## src/logic/pad_map.vh

```
// Register map, field layout and reset values of the port A data block
`ifndef PAD_MAP_VH
`define PAD_MAP_VH
`define PAD_OFF_LOW_DATA   4'h0
`define PAD_OFF_HIGH_DATA  4'h4
`define PAD_OFF_DIRECTION  4'h8
`define PAD_OFF_FUNCTION   4'hC
`define PAD_PINS           24
`define PAD_LOW_BITS       16
`define PAD_HIGH_BITS      8
`define PAD_BIT_RESET      1'h0
`define PAD_WORD_MASK      4'hC
`define PAD_LANE_BITS      8
`define PAD_WORD_ZERO      32'h0000_0000
`define PAD_STRB_NONE      4'h0
`define PAD_DIR_RESET      24'h00_0000
`define PAD_FUNC_RESET     24'h00_0000
`define PAD_RESP_OKAY      2'h0
`define PAD_RESP_SLVERR    2'h2
`endif

```

## src/logic/pad_port.v

```verilog
// Port A 24-pin data register pair with AXI4-Lite register access
//
// Implementation choices: the register addresses and the AXI4-Lite slave port.
`timescale 1ns/100ps
`include "pad_map.vh"

module pad_port #(
  parameter PINS = `PAD_PINS
) (
  input  wire             aclk,
  input  wire             aresetn,
  input  wire [3:0]       s_axi_awaddr,
  input  wire             s_axi_awvalid,
  output wire             s_axi_awready,
  input  wire [31:0]      s_axi_wdata,
  input  wire [3:0]       s_axi_wstrb,
  input  wire             s_axi_wvalid,
  output wire             s_axi_wready,
  output reg  [1:0]       s_axi_bresp,
  output reg              s_axi_bvalid,
  input  wire             s_axi_bready,
  input  wire [3:0]       s_axi_araddr,
  input  wire             s_axi_arvalid,
  output wire             s_axi_arready,
  output reg  [31:0]      s_axi_rdata,
  output reg  [1:0]       s_axi_rresp,
  output reg              s_axi_rvalid,
  input  wire             s_axi_rready,
  input  wire [PINS-1:0]  pin_in,
  output wire [PINS-1:0]  pin_out,
  output wire [PINS-1:0]  pin_oe
);
  // Byte lanes follow the strobe bits; pin counts off a lane edge are not supported
  localparam            LANE       = `PAD_LANE_BITS;
  localparam            LANES      = PINS / LANE;
  localparam [PINS-1:0] DIR_RESET  = `PAD_DIR_RESET;
  localparam [PINS-1:0] FUNC_RESET = `PAD_FUNC_RESET;

  reg  [3:0]      awaddr_q;
  reg  [3:0]      awaddr_d;
  reg             aw_have_q;
  reg             aw_have_d;
  reg  [31:0]     wdata_q;
  reg  [31:0]     wdata_d;
  reg  [3:0]      wstrb_q;
  reg  [3:0]      wstrb_d;
  reg             w_have_q;
  reg             w_have_d;
  reg             bvalid_d;
  reg             rvalid_d;
  reg  [31:0]     rdata_d;
  reg  [PINS-1:0] dir_q;
  wire [PINS-1:0] dir_d;
  reg  [PINS-1:0] func_q;
  wire [PINS-1:0] func_d;
  wire [PINS-1:0] rd_bits;
  wire [PINS-1:0] wr_en;
  wire [PINS-1:0] wr_val;
  wire            do_write;
  wire            wr_low;
  wire            wr_high;
  wire            wr_dir;
  wire            wr_func;
  reg  [31:0]     rd_word;

  // Hold address and data apart so either may arrive first
  assign s_axi_awready = !aw_have_q && !s_axi_bvalid;
  assign s_axi_wready  = !w_have_q && !s_axi_bvalid;
  assign s_axi_arready = !s_axi_rvalid;
  assign do_write      = aw_have_q && w_have_q && !s_axi_bvalid;
  assign wr_low        = do_write && (awaddr_q == `PAD_OFF_LOW_DATA);
  assign wr_high       = do_write && (awaddr_q == `PAD_OFF_HIGH_DATA);
  assign wr_dir        = do_write && (awaddr_q == `PAD_OFF_DIRECTION);
  assign wr_func       = do_write && (awaddr_q == `PAD_OFF_FUNCTION);

  // Next state of the write channel; the response waits for both halves
  always @* begin
    aw_have_d = aw_have_q;
    awaddr_d  = awaddr_q;
    w_have_d  = w_have_q;
    wdata_d   = wdata_q;
    wstrb_d   = wstrb_q;
    bvalid_d  = s_axi_bvalid;
    if (s_axi_awvalid && s_axi_awready) begin
      aw_have_d = 1'h1;
      awaddr_d  = s_axi_awaddr & `PAD_WORD_MASK;
    end
    if (s_axi_wvalid && s_axi_wready) begin
      w_have_d = 1'h1;
      wdata_d  = s_axi_wdata;
      wstrb_d  = s_axi_wstrb;
    end
    if (do_write) begin
      aw_have_d = 1'h0;
      w_have_d  = 1'h0;
      bvalid_d  = 1'h1;
    end else if (s_axi_bvalid && s_axi_bready) begin
      bvalid_d = 1'h0;
    end
  end

  always @(posedge aclk) begin
    if (!aresetn) begin
      aw_have_q    <= 1'h0;
      w_have_q     <= 1'h0;
      awaddr_q     <= `PAD_OFF_LOW_DATA;
      wdata_q      <= `PAD_WORD_ZERO;
      wstrb_q      <= `PAD_STRB_NONE;
      s_axi_bvalid <= 1'h0;
      s_axi_bresp  <= `PAD_RESP_OKAY;
    end else begin
      aw_have_q    <= aw_have_d;
      w_have_q     <= w_have_d;
      awaddr_q     <= awaddr_d;
      wdata_q      <= wdata_d;
      wstrb_q      <= wstrb_d;
      s_axi_bvalid <= bvalid_d;
      s_axi_bresp  <= `PAD_RESP_OKAY;
    end
  end

  // Direction and function-select registers, one byte lane per strobe bit
  genvar b;
  generate
    for (b = 0; b < LANES; b = b + 1) begin : g_lane
      assign dir_d[b*LANE +: LANE]  = (wr_dir && wstrb_q[b]) ?
                                      wdata_q[b*LANE +: LANE] : dir_q[b*LANE +: LANE];
      assign func_d[b*LANE +: LANE] = (wr_func && wstrb_q[b]) ?
                                      wdata_q[b*LANE +: LANE] : func_q[b*LANE +: LANE];
    end
  endgenerate

  always @(posedge aclk) begin
    if (!aresetn) begin
      dir_q  <= DIR_RESET;
      func_q <= FUNC_RESET;
    end else begin
      dir_q  <= dir_d;
      func_q <= func_d;
    end
  end

  // Low register feeds pins 15..0, high register bits 7..0 feed 23..16
  genvar i;
  generate
    for (i = 0; i < PINS; i = i + 1) begin : g_pin
      if (i < `PAD_LOW_BITS) begin : g_lo
        assign wr_en[i]  = wr_low && wstrb_q[i/LANE];
        assign wr_val[i] = wdata_q[i];
      end else begin : g_hi
        assign wr_en[i]  = wr_high && wstrb_q[(i-`PAD_LOW_BITS)/LANE];
        assign wr_val[i] = wdata_q[i-`PAD_LOW_BITS];
      end
      pad_pin_cell u_cell (
        .aclk    (aclk),
        .aresetn (aresetn),
        .wr_en   (wr_en[i]),
        .wr_bit  (wr_val[i]),
        .dir_out (dir_q[i]),
        .gen_out (func_q[i]),
        .pin_in  (pin_in[i]),
        .pin_out (pin_out[i]),
        .pin_oe  (pin_oe[i]),
        .rd_bit  (rd_bits[i])
      );
    end
  endgenerate

  // Reserved high bits 15..8 and unused upper bits always read zero
  always @* begin
    rd_word = `PAD_WORD_ZERO;
    case (s_axi_araddr & `PAD_WORD_MASK)
      `PAD_OFF_LOW_DATA: begin
        rd_word[`PAD_LOW_BITS-1:0] = rd_bits[`PAD_LOW_BITS-1:0];
      end
      `PAD_OFF_HIGH_DATA: begin
        rd_word[PINS-`PAD_LOW_BITS-1:0] = rd_bits[PINS-1:`PAD_LOW_BITS];
      end
      `PAD_OFF_DIRECTION: begin
        rd_word[PINS-1:0] = dir_q;
      end
      `PAD_OFF_FUNCTION: begin
        rd_word[PINS-1:0] = func_q;
      end
      default: begin
        rd_word = `PAD_WORD_ZERO;
      end
    endcase
  end

  // Read channel holds one answer; arready stays low until it is taken
  always @* begin
    rvalid_d = s_axi_rvalid;
    rdata_d  = s_axi_rdata;
    if (s_axi_arvalid && s_axi_arready) begin
      rvalid_d = 1'h1;
      rdata_d  = rd_word;
    end else if (s_axi_rvalid && s_axi_rready) begin
      rvalid_d = 1'h0;
    end
  end

  // Pin levels are captured at the address edge; later pin moves are not seen
  always @(posedge aclk) begin
    if (!aresetn) begin
      s_axi_rvalid <= 1'h0;
      s_axi_rdata  <= `PAD_WORD_ZERO;
      s_axi_rresp  <= `PAD_RESP_OKAY;
    end else begin
      s_axi_rvalid <= rvalid_d;
      s_axi_rdata  <= rdata_d;
      s_axi_rresp  <= `PAD_RESP_OKAY;
    end
  end
endmodule

```

## src/logic/pad_pin_cell.v

```verilog
// One port pin: stored bit, pin drive and read-back selection
`timescale 1ns/100ps
`include "pad_map.vh"
module pad_pin_cell (
  input  wire aclk,
  input  wire aresetn,
  input  wire wr_en,
  input  wire wr_bit,
  input  wire dir_out,
  input  wire gen_out,
  input  wire pin_in,
  output wire pin_out,
  output wire pin_oe,
  output wire rd_bit
);
  reg data_q;

  // Store on every write regardless of direction or function
  always @(posedge aclk) begin
    if (!aresetn) begin
      data_q <= `PAD_BIT_RESET;
    end else if (wr_en) begin
      data_q <= wr_bit;
    end
  end

  assign pin_out = data_q;
  // Drive only a general output whose direction bit is set
  assign pin_oe  = dir_out & gen_out;
  assign rd_bit  = dir_out ? data_q : pin_in;
endmodule

```

## config.mk

```make
export PLATFORM = sky130hd
export DESIGN_NAME = pad_port
export DESIGN_NICKNAME = d
export VERILOG_FILES = /design/src/logic/pad_port.v /design/src/logic/pad_pin_cell.v
export VERILOG_INCLUDE_DIRS = /design/src /design/src/logic
export SDC_FILE = /design/constraint.sdc
export NUM_CORES = 1
export LEC_CHECK = 0
export BUFFER_PORTS_ARGS = -buffer_cell sky130_fd_sc_hd__buf_2
export CORE_MARGIN = 1
export CORE_UTILIZATION = 45
export DETAILED_ROUTE_END_ITERATION = 8
export GPL_TIMING_DRIVEN = 0
export PLACE_DENSITY_LB_ADDON = 0.12
export SYNTH_ARGS = -nofsm -noshare
export SYNTH_HDL_FRONTEND = slang
export SYNTH_SLANG_ARGS = --single-unit
```

## constraint.sdc

```tcl
create_clock -name aclk -period 1.5 [get_ports aclk]
set_input_delay 0 -clock aclk [delete_from_list [all_inputs] [get_ports aclk]]
set_output_delay 0 -clock aclk [all_outputs]
set_load 0.05 [all_outputs]
```

==> summary.txt <==
FF-to-FF path depth: 4
Final Hold Viols: 0
fin crit share: 98.23%
pre-CTS WS: -0.07371 ns
power per cell area: 1082 nW/um^2
sequential element share of the synthesized area: 42.87%
peak supply drop: 559.9 uV
largest net degree at the start of global routing: 17
Vias/cell: 5.218
CP Class: register to register
max_slew headroom: 51.12%
global-route usage over all layers: 25.68%
asr flop ratio synth: 0%
initial antenna violation count: 0
gp weighted congestion: 0.8618
total I/O pin count: 164
Routed WL: 17.55 mm
fin cells: 1,078
ANT nets after route: 0
CTS buffer count: 17
Post-Place Cells: 1,013
vias in the first global route: 5,333
Fin Clk Skew: 0.004463 ns
worst r2r dst: s_axi_rdata[6]
row count: 41
CP startpoint kind: register
top cells by area, synth: dfxtp_1, mux2i_1, buf_4
Root Driver: clkbuf_16
Core Region: 12,820 um^2
IO Port Bufs: 137
first-pass GRT wire length: 27.73 mm
Initial Utilization: 46.98%
final setup fails: 0
worst hold slack: 0.02087 ns
DR pass1 iterations: 5
Vias: 5,625
layout cells sized above 1: 31.79%
Mapped Cells: 693
Pwr Total: 0.008618 W
Routed wire per std cell: 16.28 um
crit path time final: 1.473 ns
Clock Tree Buf Depth: 2
fmax: 0.6787 GHz
Detailed Place HPWL: 12.65 mm
total gr overflow: 0
leading area contributor after synthesis: dfxtp_1
hold path start: pin_in[7]
synth cell count leaders: dfxtp_1, nand2_1, a21oi_1, buf_4
Cell Area, Synth: 6025 um^2
Die Ht: 117.7 um
most frequent cell after synthesis: dfxtp_1
critical path data required time: 1.79 ns
CTS clk-pin slew, worst paths: 0.05 ns
critical register-to-register path startpoint: s_axi_rvalid
Area Growth Syn to Fin: 32.19%
CP Max Fanout: 10
drc violations: 0
outcome: finished, final reports clean
CP arrival: 1.76 ns
chip width: 117.7 um
Critical path origin: s_axi_rvalid
layout net count: 968
worst slew pin tran: 0.7331 ns
Seq cells post-synth: 129
Hold EP: s_axi_rdata[7]
Antenna Cells: 0
total die area: 13,850 um^2
Worst Setup Slack, final: 0.02652 ns
1st-iter DRT viols: 340
setup repair after global routing missed its margin: yes
Synth Flop Type: dfxtp_1
synth warn: 0
post-synth top area share: 42.87%
Avg Inst Size Synth: 8.693 um^2
Reg2Reg Setup Slack: 0.03 ns
Worst-Skew Late Latency: 0.42 ns
Setup crit end kind: register
Post-synth EDFFs: 0
distinct cell type count after synthesis: 40
CTS H-Tree Depth: 4
utilization after layout: 62.10%
# fillers: 1,112
FF/Latch Area: 2586 um^2
clock sink count: 129
LEAKAGE: 3.630 nW
WHS Path Cells: 4
footprint of the multi-input gates: 2831 um^2
Slew Limit Fails: 0
TritonCTS clock tree: yes
max cap viols: 0
worst min path class: primary input to register
-- cell usage in the layout (no fill, tap or decap), drive strengths merged, types with 15 or more instances in the layout --
| cell | n |
|---|---|
| dlygate4sd3 | 32 |
| clkbuf | 49 |
| and2 | 25 |
| dfxtp | 129 |
| mux2i | 50 |
| o21ai | 50 |
| mux2 | 16 |
| a21oi | 70 |
| nand3 | 26 |
| nor2 | 15 |
| nand2 | 119 |
| buf | 224 |
| a22oi | 16 |
-- worst max-delay path by stage --
stage	to	cells after the start
global placement	s_axi_rdata[12]	6
CTS	wdata_q[18]	5
detailed placement	g_pin[22].u_cell.pin_out	4
finish	s_axi_rdata[6]	4
global route	s_axi_rdata[1]	4
floorplan	func_q[0]	4
-- cells by family after synthesis --
| logic type | synth area share (%) |
|---|---|
| AOI/OAI and AO/OA | 15.12 |
| and+or+nand+nor | 19.40 |
| muxes | 11.30 |
| buffers and inverters | 11.26 |
| other | 0.06225 |
| DFF | 42.87 |
-- area by class of cell --
type	count	area share, %
clock inverters	4	0.8798
well taps	172	2.702
plain buffers	103	8.327
repair buffers	174	13.31
multi-input cells	465	35.55
flip-flops and latches	129	32.47
clock buffers	28	6.614
inverters	3	0.1414
-- stage by stage --
step           instance area, um^2  TNS (ns)
4_1_cts                       7936         0
3_3_place_gp                  6969   -0.5119
3_5_place_dp                  6969    -1.148
6_report                      7964         0
5_1_grt                       7964  -0.03016
2_1_floorplan                 6068         0
-- per-layer routing --
| metal | up-vias | part of all wire (%) | global-route usage [%] |
|---|---|---|---|
| met4 | 0 | 2.8 | 12.02 |
| met3 | 33 | 6.5 | 5.426 |
| met5 | - | 0 | 0 |
| li1 | 2716 | - | - |
| met1 | 2652 | 45 | 34.10 |
| met2 | 224 | 45 | 39.67 |
-- worst max-delay path, stage by stage, from the launching register on --
cell and delay [ns]:
dfxtp_2 0.37, nand2b_2 0.29, buf_2 0.26, a221oi_1 0.30, a21oi_1 0.12
-- power breakdown --
part	leakage [nW]	internal, W	switching, W
Sequential	1.05	0.00352	0.0000727
Clock	0.295	0.00271	0.00141
Combinational	2.29	0.000325	0.000587
-- flip-flops by register name (all words and copies together), names as in the netlist --
| signal | cells |
|---|---|
| aw_have_q | 1 |
| awaddr_q | 2 |
| dir_q | 24 |
| func_q | 24 |
| g_pin.u_cell.pin_out | 24 |
| s_axi_bvalid | 1 |
| s_axi_rdata | 24 |
| s_axi_rvalid | 1 |
| w_have_q | 1 |
| wdata_q | 24 |
| wstrb_q | 3 |
-- what timing repair did --
action,CTS,global route
hold buffers,32,0
resized for setup,2,16
endpoints found under the setup margin,40,52
endpoints found under the hold margin,32,0
cloned,0,0
pin swaps,3,0
setup buffers,5,0
Power figures use the tool's default switching activity.
